`src/bpc_pkg.sv`:
```
// Constants for the first buck converter power-state configuration block.
// Assumes an APB master on the same clock as the block.
// How it works
// Hardware voltage choice bit 10: 0 uses active code, 1 uses sleep code
// Hardware mode field 9:8: FCCM, off, LDO, hysteretic; resets to 11
// Threshold field 6:4 gives 125mA per step from 125mA to 1000mA
// High current detection runs only while enable bit 0 is set
// Startup slot 15:13: 000 off, 1..5 timeslots, 110/111 hardware enables
// Active mode 9:8: FCCM, auto pulse-skip, LDO, hysteretic
// Active 7-bit voltage code in 12.5mV steps, 0.6V to 1.8V clamped
// Upper five active code bits may load from start-up memory, 50mV steps
// Software keeps codes at or below 48h when switching at 4MHz
// Sleep slot 15:13: 000 transition slot5, 1..5 disable slot 5..1, 110/111
// Under hardware enable, sleep codes 001-101 pick sleep-entry timeslot
// Sleep mode 9:8 selects the converter mode used in sleep state
// Sleep 7-bit code 6:0 uses the same voltage coding and 4MHz ceiling
// Hardware control source 12:11: none, input 1, input 2, either
// Codes 09h-67h give 0.6V plus 12.5mV per step above 08h, else clamp
package bpc_pkg;
	localparam logic [15:0] ADDR_ON    = 16'h4058;
	localparam logic [15:0] ADDR_SLEEP = 16'h4059;
	// Index into the word-addressed map; byte address is four times the index
	localparam logic [15:0] ADDR_HWC   = 16'h4057;
	localparam logic [15:0] ADDR_STAT  = 16'h405f;
	localparam logic [15:0] RST_ON     = 16'h0000;
	localparam logic [15:0] RST_SLEEP  = 16'h0000;
	localparam logic [15:0] RST_HWC    = 16'h0300;
	localparam logic [15:0] MASK_ON    = 16'he37f;
	localparam logic [15:0] MASK_SLEEP = 16'he37f;
	localparam logic [15:0] MASK_HWC   = 16'h1f71;
	localparam int SLOT_HI = 15;
	localparam int SLOT_LO = 13;
	localparam int SRC_HI  = 12;
	localparam int SRC_LO  = 11;
	localparam int VCH_BIT = 10;
	localparam int MODE_HI = 9;
	localparam int MODE_LO = 8;
	localparam int THR_HI  = 6;
	localparam int THR_LO  = 4;
	localparam int DET_BIT = 0;
	localparam int VSEL_HI = 6;
	localparam logic [6:0] VCODE_MIN = 7'h08;
	localparam logic [6:0] VCODE_MAX = 7'h67;
	localparam logic [6:0] VCODE_4MHZ_MAX = 7'h48;
	localparam int STEP_UV = 12500;
	localparam int BASE_UV = 600000;
	localparam int THR_STEP_MA = 125;
	localparam logic [2:0] SLOT_OFF = 3'h0;
	localparam logic [2:0] SLOT_HW1 = 3'h6;
	localparam logic [2:0] SLOT_HW2 = 3'h7;
	localparam logic [2:0] SLP_T5   = 3'h0;
	localparam logic [2:0] SLP_T3   = 3'h6;
	localparam logic [2:0] SLP_T1   = 3'h7;
	localparam logic [2:0] SLOT_SIX = 3'h6;
	localparam logic [1:0] MODE_FCCM = 2'h0;
	localparam logic [1:0] MODE_AUTO = 2'h1;
	localparam logic [1:0] MODE_LDO  = 2'h2;
	localparam logic [1:0] MODE_HYST = 2'h3;
	localparam logic [1:0] SRC_NONE  = 2'h0;
	localparam logic [1:0] SRC_HW1   = 2'h1;
	localparam logic [1:0] SRC_HW2   = 2'h2;
	localparam logic [1:0] SRC_ANY   = 2'h3;
	localparam logic [1:0] APB_BYTE  = 2'h2;
endpackage : bpc_pkg

```
`src/bpc_buck1_cfg.sv`:
```
// Register set and control decode for the first buck converter.
// Assumes APB on ref_clk; hardware control inputs and the sequencer timeslot
// strobes come from pins or other clocks and are synchronised here.
//
// The APB register port is this design's own decision.
`timescale 1ns/1ps
`default_nettype none
module bpc_buck1_cfg #(
	parameter int PADDR_W = 18
) (
	input  wire logic               ref_clk,
	input  wire logic               rst_n,
	input  wire logic               psel,
	input  wire logic               penable,
	input  wire logic               pwrite,
	input  wire logic [PADDR_W-1:0] paddr,
	input  wire logic [31:0]        pwdata,
	output logic [31:0]             prdata,
	output logic                    pready,
	output logic                    pslverr,
	input  wire logic               nvm_load,
	input  wire logic [4:0]         nvm_voltage_upper,
	input  wire logic               hw_control_in1,
	input  wire logic               hw_control_in2,
	input  wire logic               hw_enable_in1,
	input  wire logic               hw_enable_in2,
	input  wire logic               seq_startup,
	input  wire logic               seq_sleep,
	input  wire logic [2:0]         seq_timeslot,
	input  wire logic               high_current_raw,
	input  wire logic               fast_switching,
	output logic                    buck1_enable,
	output logic [1:0]              buck1_mode,
	output logic [6:0]              buck1_voltage_code,
	output logic [20:0]             buck1_target_uv,
	output logic [2:0]              buck1_high_current_threshold,
	output logic [10:0]             buck1_threshold_ma,
	output logic                    buck1_high_current_flag,
	output logic                    buck1_in_sleep
);
	import bpc_pkg::*;

	// Elaboration-time refusal: the register index needs paddr bits 17:2
	if (PADDR_W < 18) begin : g_paddr_check
		$error("PADDR_W too narrow for the register indices");
	end

	// -----------------------------------------------------------------
	// Register file
	// -----------------------------------------------------------------
	logic [15:0] on_cfg;
	logic [15:0] sleep_cfg;
	logic [15:0] hwc_cfg;
	logic        status_over;
	logic        nvm_d;

	wire  [15:0] reg_idx  = paddr[17:2];
	wire         aligned  = (paddr[1:0] == 2'h0);
	wire         hit_on   = aligned && (reg_idx == ADDR_ON);
	wire         hit_slp  = aligned && (reg_idx == ADDR_SLEEP);
	wire         hit_hwc  = aligned && (reg_idx == ADDR_HWC);
	wire         hit_st   = aligned && (reg_idx == ADDR_STAT);
	wire         mapped   = hit_on || hit_slp || hit_hwc || hit_st;
	wire         access   = psel && penable;
	wire         wr       = access && pwrite && mapped;

	wire [4:0] buck1_active_voltage_upper = on_cfg[VSEL_HI:2];

	// Start-up memory strobe is edge-detected so a held level loads once
	always_ff @(posedge ref_clk or negedge rst_n) begin
		if (!rst_n)
			nvm_d <= 1'b0;
		else
			nvm_d <= nvm_load;
	end

	always_ff @(posedge ref_clk or negedge rst_n) begin
		if (!rst_n)
			on_cfg <= RST_ON;
		else if (nvm_load && !nvm_d)
			on_cfg[VSEL_HI:2] <= nvm_voltage_upper;
		else if (wr && hit_on)
			on_cfg <= pwdata[15:0] & MASK_ON;
	end

	always_ff @(posedge ref_clk or negedge rst_n) begin
		if (!rst_n)
			sleep_cfg <= RST_SLEEP;
		else if (wr && hit_slp)
			sleep_cfg <= pwdata[15:0] & MASK_SLEEP;
	end

	always_ff @(posedge ref_clk or negedge rst_n) begin
		if (!rst_n)
			hwc_cfg <= RST_HWC;
		else if (wr && hit_hwc)
			hwc_cfg <= pwdata[15:0] & MASK_HWC;
	end

	// Zero-wait slave: pready stands high, read data registered in setup phase
	always_ff @(posedge ref_clk or negedge rst_n) begin
		if (!rst_n) begin
			prdata  <= 32'h0;
			pready  <= 1'b0;
			pslverr <= 1'b0;
		end else begin
			pready  <= 1'b1;
			pslverr <= psel && !penable && !mapped;
			if (psel && !penable && !pwrite) begin
				unique case (1'b1)
					hit_on:  prdata <= {16'h0, on_cfg};
					hit_slp: prdata <= {16'h0, sleep_cfg};
					hit_hwc: prdata <= {16'h0, hwc_cfg};
					hit_st:  prdata <= {25'h0, status_over, buck1_in_sleep,
						buck1_enable, buck1_high_current_flag, buck1_mode,
						buck1_voltage_code == VCODE_MAX + 7'h1};
					default: prdata <= 32'h0;
				endcase
			end
		end
	end

	// -----------------------------------------------------------------
	// Input synchronisers: a change counts once stages two and three agree
	// -----------------------------------------------------------------
	localparam int NS = 7;
	logic [NS-1:0] s1, s2, s3, clean;
	wire  [NS-1:0] raw = {hw_control_in1, hw_control_in2, hw_enable_in1, hw_enable_in2,
		seq_startup, seq_sleep, high_current_raw};
	always_ff @(posedge ref_clk or negedge rst_n) begin
		if (!rst_n) begin
			s1    <= '0;
			s2    <= '0;
			s3    <= '0;
			clean <= '0;
		end else begin
			s1 <= raw;
			s2 <= s1;
			s3 <= s2;
			clean <= (s2 & s3) | (clean & (s2 | s3));
		end
	end
	wire hwc1 = clean[6];
	wire hwc2 = clean[5];
	wire hwe1 = clean[4];
	wire hwe2 = clean[3];
	wire seq_on = clean[2];
	wire seq_slp = clean[1];
	wire hc_in = clean[0];

	// -----------------------------------------------------------------
	// Power-state control
	// -----------------------------------------------------------------
	wire [2:0] on_slot  = on_cfg[SLOT_HI:SLOT_LO];
	wire [2:0] slp_slot = sleep_cfg[SLOT_HI:SLOT_LO];
	wire       hw_owned = (on_slot == SLOT_HW1) || (on_slot == SLOT_HW2);
	wire       hw_en    = (on_slot == SLOT_HW1) ? hwe1 : hwe2;
	logic      hw_ctrl;
	always_comb begin
		unique case (hwc_cfg[SRC_HI:SRC_LO])
			SRC_NONE: hw_ctrl = 1'b0;
			SRC_HW1:  hw_ctrl = hwc1;
			SRC_HW2:  hw_ctrl = hwc2;
			SRC_ANY:  hw_ctrl = hwc1 | hwc2;
		endcase
	end

	// Sleep-entry slot: transition codes keep it on; 001-101 count down 5..1
	logic [2:0] sleep_slot;
	logic       sleep_disables;
	always_comb begin
		sleep_disables = 1'b0;
		unique case (slp_slot)
			SLP_T5: sleep_slot = 3'h5;
			SLP_T3: sleep_slot = 3'h3;
			SLP_T1: sleep_slot = 3'h1;
			default: begin
				sleep_slot     = SLOT_SIX - slp_slot;
				sleep_disables = !hw_owned;
			end
		endcase
	end

	logic running;
	logic next_running;
	logic next_sleep;
	always_comb begin
		next_running = running;
		next_sleep   = buck1_in_sleep;
		if (hw_owned) begin
			next_running = hw_en;
			if (!hw_en)
				next_sleep = 1'b0;
			else if (seq_slp && seq_timeslot == sleep_slot)
				next_sleep = 1'b1;
			else if (!seq_slp)
				next_sleep = 1'b0;
		end else if (seq_on && on_slot != SLOT_OFF && seq_timeslot == on_slot) begin
			next_running = 1'b1;
			next_sleep   = 1'b0;
		end else if (seq_slp && seq_timeslot == sleep_slot) begin
			next_running = running && !sleep_disables;
			next_sleep   = running && !sleep_disables;
		end else if (!seq_slp) begin
			next_sleep = 1'b0;
		end
	end

	always_ff @(posedge ref_clk or negedge rst_n) begin
		if (!rst_n) begin
			running        <= 1'b0;
			buck1_in_sleep <= 1'b0;
		end else begin
			running        <= next_running;
			buck1_in_sleep <= next_sleep;
		end
	end

	// Mode and voltage choice; hardware control overrides the state settings
	logic [6:0] code_sel;
	logic [1:0] mode_sel;
	always_comb begin
		if (hw_ctrl) begin
			code_sel = hwc_cfg[VCH_BIT] ? sleep_cfg[VSEL_HI:0]
				: {buck1_active_voltage_upper, on_cfg[1:0]};
			mode_sel = hwc_cfg[MODE_HI:MODE_LO];
		end else if (buck1_in_sleep) begin
			code_sel = sleep_cfg[VSEL_HI:0];
			mode_sel = sleep_cfg[MODE_HI:MODE_LO];
		end else begin
			code_sel = on_cfg[VSEL_HI:0];
			mode_sel = on_cfg[MODE_HI:MODE_LO];
		end
	end
	// Hardware mode 01 means off rather than auto mode
	wire hw_off = hw_ctrl && (hwc_cfg[MODE_HI:MODE_LO] == MODE_AUTO);

	wire [6:0] code_clamp = (code_sel < VCODE_MIN) ? VCODE_MIN
		: (code_sel > VCODE_MAX) ? VCODE_MAX + 7'h1 : code_sel;
	wire [20:0] step_uv = 21'(STEP_UV);
	wire [20:0] tgt_uv  = 21'(BASE_UV) + 21'(code_clamp - VCODE_MIN) * step_uv;

	always_ff @(posedge ref_clk or negedge rst_n) begin
		if (!rst_n) begin
			buck1_enable       <= 1'b0;
			buck1_mode         <= MODE_FCCM;
			buck1_voltage_code <= VCODE_MIN;
			buck1_target_uv    <= 21'(BASE_UV);
			status_over        <= 1'b0;
		end else begin
			buck1_enable       <= running && !hw_off;
			buck1_mode         <= mode_sel;
			buck1_voltage_code <= code_clamp;
			buck1_target_uv    <= tgt_uv;
			// Flags a selection above the fast-switching ceiling for software
			status_over        <= fast_switching && (code_sel > VCODE_4MHZ_MAX);
		end
	end

	// High current detect
	always_ff @(posedge ref_clk or negedge rst_n) begin
		if (!rst_n) begin
			buck1_high_current_threshold <= 3'h0;
			buck1_threshold_ma           <= 11'h0;
			buck1_high_current_flag      <= 1'b0;
		end else begin
			buck1_high_current_threshold <= hwc_cfg[THR_HI:THR_LO];
			buck1_threshold_ma <= 11'(THR_STEP_MA) * (11'(hwc_cfg[THR_HI:THR_LO]) + 11'h1);
			buck1_high_current_flag <= hwc_cfg[DET_BIT] && hc_in;
		end
	end

	// -----------------------------------------------------------------
	// Assertions
	// -----------------------------------------------------------------
	a_hc_gated: assert property (@(posedge ref_clk) disable iff (!rst_n)
		!hwc_cfg[DET_BIT] |=> !buck1_high_current_flag)
		else $error("High current flag set while detect disabled");
	a_thr_scale: assert property (@(posedge ref_clk) disable iff (!rst_n)
		1'b1 |=> buck1_threshold_ma == 11'(THR_STEP_MA) * (11'($past(hwc_cfg[THR_HI:THR_LO])) + 11'h1))
		else $error("Threshold current wrong");
	a_vcode_range: assert property (@(posedge ref_clk) disable iff (!rst_n)
		buck1_voltage_code >= VCODE_MIN && buck1_voltage_code <= VCODE_MAX + 7'h1)
		else $error("Voltage code not clamped");
	a_target_uv: assert property (@(posedge ref_clk) disable iff (!rst_n)
		buck1_target_uv == 21'(BASE_UV) + 21'(buck1_voltage_code - VCODE_MIN) * step_uv)
		else $error("Target voltage does not match code");
	a_hw_vsel: assert property (@(posedge ref_clk) disable iff (!rst_n)
		hw_ctrl && hwc_cfg[VCH_BIT] && sleep_cfg[VSEL_HI:0] > VCODE_MIN
		&& sleep_cfg[VSEL_HI:0] <= VCODE_MAX |=> buck1_voltage_code == $past(sleep_cfg[VSEL_HI:0]))
		else $error("Hardware control ignored sleep code");
	a_hw_mode: assert property (@(posedge ref_clk) disable iff (!rst_n)
		hw_ctrl |=> buck1_mode == $past(hwc_cfg[MODE_HI:MODE_LO]))
		else $error("Hardware mode not applied");
	a_hw_off: assert property (@(posedge ref_clk) disable iff (!rst_n)
		hw_off |=> !buck1_enable)
		else $error("Converter on in hardware off mode");
	a_slot_off: assert property (@(posedge ref_clk) disable iff (!rst_n)
		on_slot == SLOT_OFF && !running ##1 on_slot == SLOT_OFF |-> !running)
		else $error("Converter started with slot off");
	a_sleep_mode: assert property (@(posedge ref_clk) disable iff (!rst_n)
		buck1_in_sleep && !hw_ctrl |=> buck1_mode == $past(sleep_cfg[MODE_HI:MODE_LO]))
		else $error("Sleep mode not applied");
	a_src_none: assert property (@(posedge ref_clk) disable iff (!rst_n)
		hwc_cfg[SRC_HI:SRC_LO] == SRC_NONE |-> !hw_ctrl)
		else $error("Hardware control active with source none");

	c_startup: cover property (@(posedge ref_clk) disable iff (!rst_n) $rose(buck1_enable));
	c_sleep:   cover property (@(posedge ref_clk) disable iff (!rst_n) $rose(buck1_in_sleep));
	c_hwctrl:  cover property (@(posedge ref_clk) disable iff (!rst_n) hw_ctrl && running);
	c_nvm:     cover property (@(posedge ref_clk) disable iff (!rst_n) nvm_load && !nvm_d);
endmodule : bpc_buck1_cfg
`default_nettype wire

```
`config.mk`:
```
export PLATFORM = sky130hd
export DESIGN_NAME = bpc_buck1_cfg
export DESIGN_NICKNAME = d
export VERILOG_FILES = /design/src/bpc_pkg.sv /design/src/bpc_buck1_cfg.sv
export SDC_FILE = /design/constraint.sdc
export NUM_CORES = 1
export LEC_CHECK = 0
export BUFFER_PORTS_ARGS = -buffer_cell sky130_fd_sc_hd__buf_4
export CORE_ASPECT_RATIO = 1.1
export CORE_MARGIN = 8
export CORE_UTILIZATION = 30
export CTS_CLUSTER_DIAMETER = 150
export DETAILED_ROUTE_END_ITERATION = 8
export PLACE_DENSITY = 0.56
export SLEW_MARGIN = 25
export SYNTH_ARGS = -nofsm -noshare
export SYNTH_HDL_FRONTEND = slang
export SYNTH_SLANG_ARGS = --single-unit
```
`constraint.sdc`:
```
create_clock -name ref_clk -period 15.5 [get_ports ref_clk]
set_input_delay 0.775 -clock ref_clk [delete_from_list [all_inputs] [get_ports ref_clk]]
set_output_delay 0.775 -clock ref_clk [all_outputs]
set_load 0.05 [all_outputs]
```
==> reports/qor.yml <==
status: "finished clean"
root_buffer: "clkbuf_16"
power_density_nw_per_um2: 192
post_drt_wl_per_cell_um: 15.1
slew_headroom: 0.526
synth_top_area_share: 0.370
clockBufferDepth: 2
final_antenna_net_count: 0
reg2reg_slack_ps: 7730
holdCritPathClass: "reg -> reg"
post-cts-setup-buffer-count: 0
cts.sinks: 124
synth_edf_count: 0
io_pins: 153
yosysUniqueCellTypes: 59
drive_above_1_share: 0.225
power.sequential.fraction: 0.218
startpoint_type: "flop"
nNetsFinal: 1007
gp_congestion: 0.808
start_util: 0.303
rows: 61
power_frac_comb: 0.564
switching_power_mw: 0.797
synthArstFlopShare: 1.00
grt_remaining_overflow: 0
cp.arrival_ps: 8080
synth_compound_area_frac: 0.0872
cts_tree: "built"
fillerInstances: 2566
core_area_um2: 25200
dieArea_um2: 30800
swShare: 0.443
grt_max_degree: 79
drc: 0
crit_required_ps: 15800
maxSlewViolCount: 0
synthCells: 706
p_leak_nw: 4.68
report.final.hold_viol_count: 0
ys_top_cells_by_count: "dfrtp_1 (113), inv_1 (85), ha_1 (81)"
synth_area_leaders: "dfrtp_1 (37%), ha_1 (13%), fa_1 (7.1%)"
fin_crit_ps: 7770
areaGrowthSynthToFinish_pct: 22.9
die-height_um: 183
path_clk_slew_ps: 70
crit_type: "reg -> reg"
viasPerCell: 4.46
fin_area_um2: 9390
multiInputGateArea_um2: 4050
dr.pass1.iters: 4
fin_setup_tns_ps: 0
vias: 5148
io_buffers: 116
p_int_mw: 1.00
cap_violations: 0
yosys.area_share.simple: 0.0836
cts_buffers: 17
setup_viol: 0
synth_top_family_by_area: "adder cells"
ctsHoldBuffers: 0
ys_seq_area_frac: 0.408
ys_dominant_reg_cell: "dfrtp_1"
rsz0062_at_grt: "no"
drtIter0Drc: 255
worst_pin_slew_ps: 711
first_global_vias: 5229
synth.most_common_cell: "dfrtp_1"
ctsHtreeMaxLevel: 4
finalCritPeriodShare: 0.502
fin_worst_skew_ps: 12.5
grt_pass1_wl_mm: 27.9
yosysTopAreaCell: "dfrtp_1"
wl_mm: 17.5
cp-end-kind: "flop"
dpl.hpwl_mm: 13.7
grtUsageTotal: 0.115
fp.dieW_um: 168
ys_ff_latch: 124
crit_fanout: 12
p_clk_frac: 0.218
layout.area.seq_um2: 3120
cts_resized: 0
place_area_um2: 8790
clk_latency_ps: 420
avgSynthCellArea_um2: 10.8
synthMuxAreaShare: 0.0803
yosys_warnings: 0
synth-adder-area-share: 0.213
fmax_mhz: 129
antenna_found_initial: 0
synth-xor-area-share: 0.0562
antenna_cells: 0
ir_drop_v: 0.000221
syn_area_um2: 7640
[cell families (layout without fill, tap and decap cells)]
family	count (synthesis)	in the layout
adders and majority gates	115	115
and+or+nand+nor	137	137
buffers and inverters	123	239
AOI/OAI and AO/OA	100	100
DFF	124	124
muxes	56	56
other	2	20
xor gates and xnor gates	49	49
[layer usage]
metal  vias to the layer above  GRT usage  part of all wire
met3                         9     0.0359             0.062
met5                         -          0                 0
li1                       2584          -                 -
met4                         0     0.0282            0.0073
met1                      2429      0.148              0.46
met2                       126      0.185              0.48
[layout by cell type, fill, tap and decap left out, types with 7 or more instances in the layout]
| cell | Yosys | layout |
|---|---|---|
| maj3_1 | 7 | 7 |
| ha_1 | 81 | 81 |
| clkbuf_16 | 0 | 17 |
| fa_1 | 27 | 27 |
| nor2_1 | 36 | 36 |
| nand2_1 | 54 | 54 |
| mux2i_1 | 27 | 27 |
| xnor2_1 | 34 | 34 |
| a21oi_1 | 23 | 23 |
| buf_4 | 21 | 119 |
| o21ai_0 | 11 | 11 |
| mux2_1 | 13 | 13 |
| mux2_2 | 13 | 13 |
| dfstp_2 | 11 | 11 |
| dfrtp_1 | 113 | 113 |
| o21ai_1 | 20 | 20 |
| inv_1 | 85 | 85 |
| xor2_1 | 15 | 15 |
| nand3_1 | 10 | 10 |
| conb_1 | 2 | 20 |
[power by group through the flow]
stage	registers, mW	logic, mW	clock network (mW)
4_1_cts	0.394	1.03	0.404
6_report	0.393	1.01	0.392
2_1_floorplan	0.482	0.722	0
5_1_grt	0.396	1.14	0.420
3_5_place_dp	0.398	1.01	0
3_3_place_gp	0.399	1.01	0
[sequential cells by signal, indices dropped and copies added, names as in the netlist, 2 cells and up]
register / count
buck1_high_current_threshold: 3
buck1_mode: 2
buck1_target_uv: 17
buck1_threshold_ma: 11
buck1_voltage_code: 7
clean: 7
hwc_cfg: 9
on_cfg: 12
prdata: 15
s1: 7
s2: 7
s3: 7
sleep_cfg: 12
[final timing paths]
kind,start,to,cells past startpoint
worst max-delay path,clean[6],buck1_target_uv[20],23
worst min-delay path,s1[1],s2[1],0
worst max register to register,clean[6],buck1_target_uv[20],23
worst min register to register,s1[1],s2[1],0
max in group asynchronous,rst_n,s1[3],2
min in group asynchronous,rst_n,buck1_threshold_ma[10],1
[worst max-delay path, stage by stage (launching register included)]
cell,delay [ps]
dfrtp_1,420
a22oi_4,330
mux2i_4,520
mux2i_2,480
inv_2,90
nand2_1,120
o221a_2,300
ha_1,250
nand3_1,490
inv_1,590
fa_1,530
ha_1,310
inv_1,50
fa_1,510
fa_1,570
inv_1,50
ha_1,220
a2111oi_0,390
o21ai_1,160
a31oi_1,320
xor2_1,170
o31a_1,320
o31ai_1,340
xnor2_1,110
[cell type report]
cell class	instances	share of cell area
multi-input combinational	477	0.432
sequential	124	0.332
timing repair buffer	120	0.0964
clock buffer	17	0.0453
tap	315	0.0420
inverter	87	0.0348
clock inverter	15	0.0177
[through the flow]
stage          total power, mW  hold slack [ps]  instances  utilization  setup slack, ps
6_report                  1.80              346       1155        0.373             7730
5_1_grt                   1.96              347       1155        0.373             7070
4_1_cts                   1.83              348       1155        0.372             7600
3_5_place_dp              1.41              336       1123        0.349             7640
3_3_place_gp              1.41              332       1123        0.349             7620
2_1_floorplan             1.20              331        724            -             8850
(Power assumes the default switching activity.)
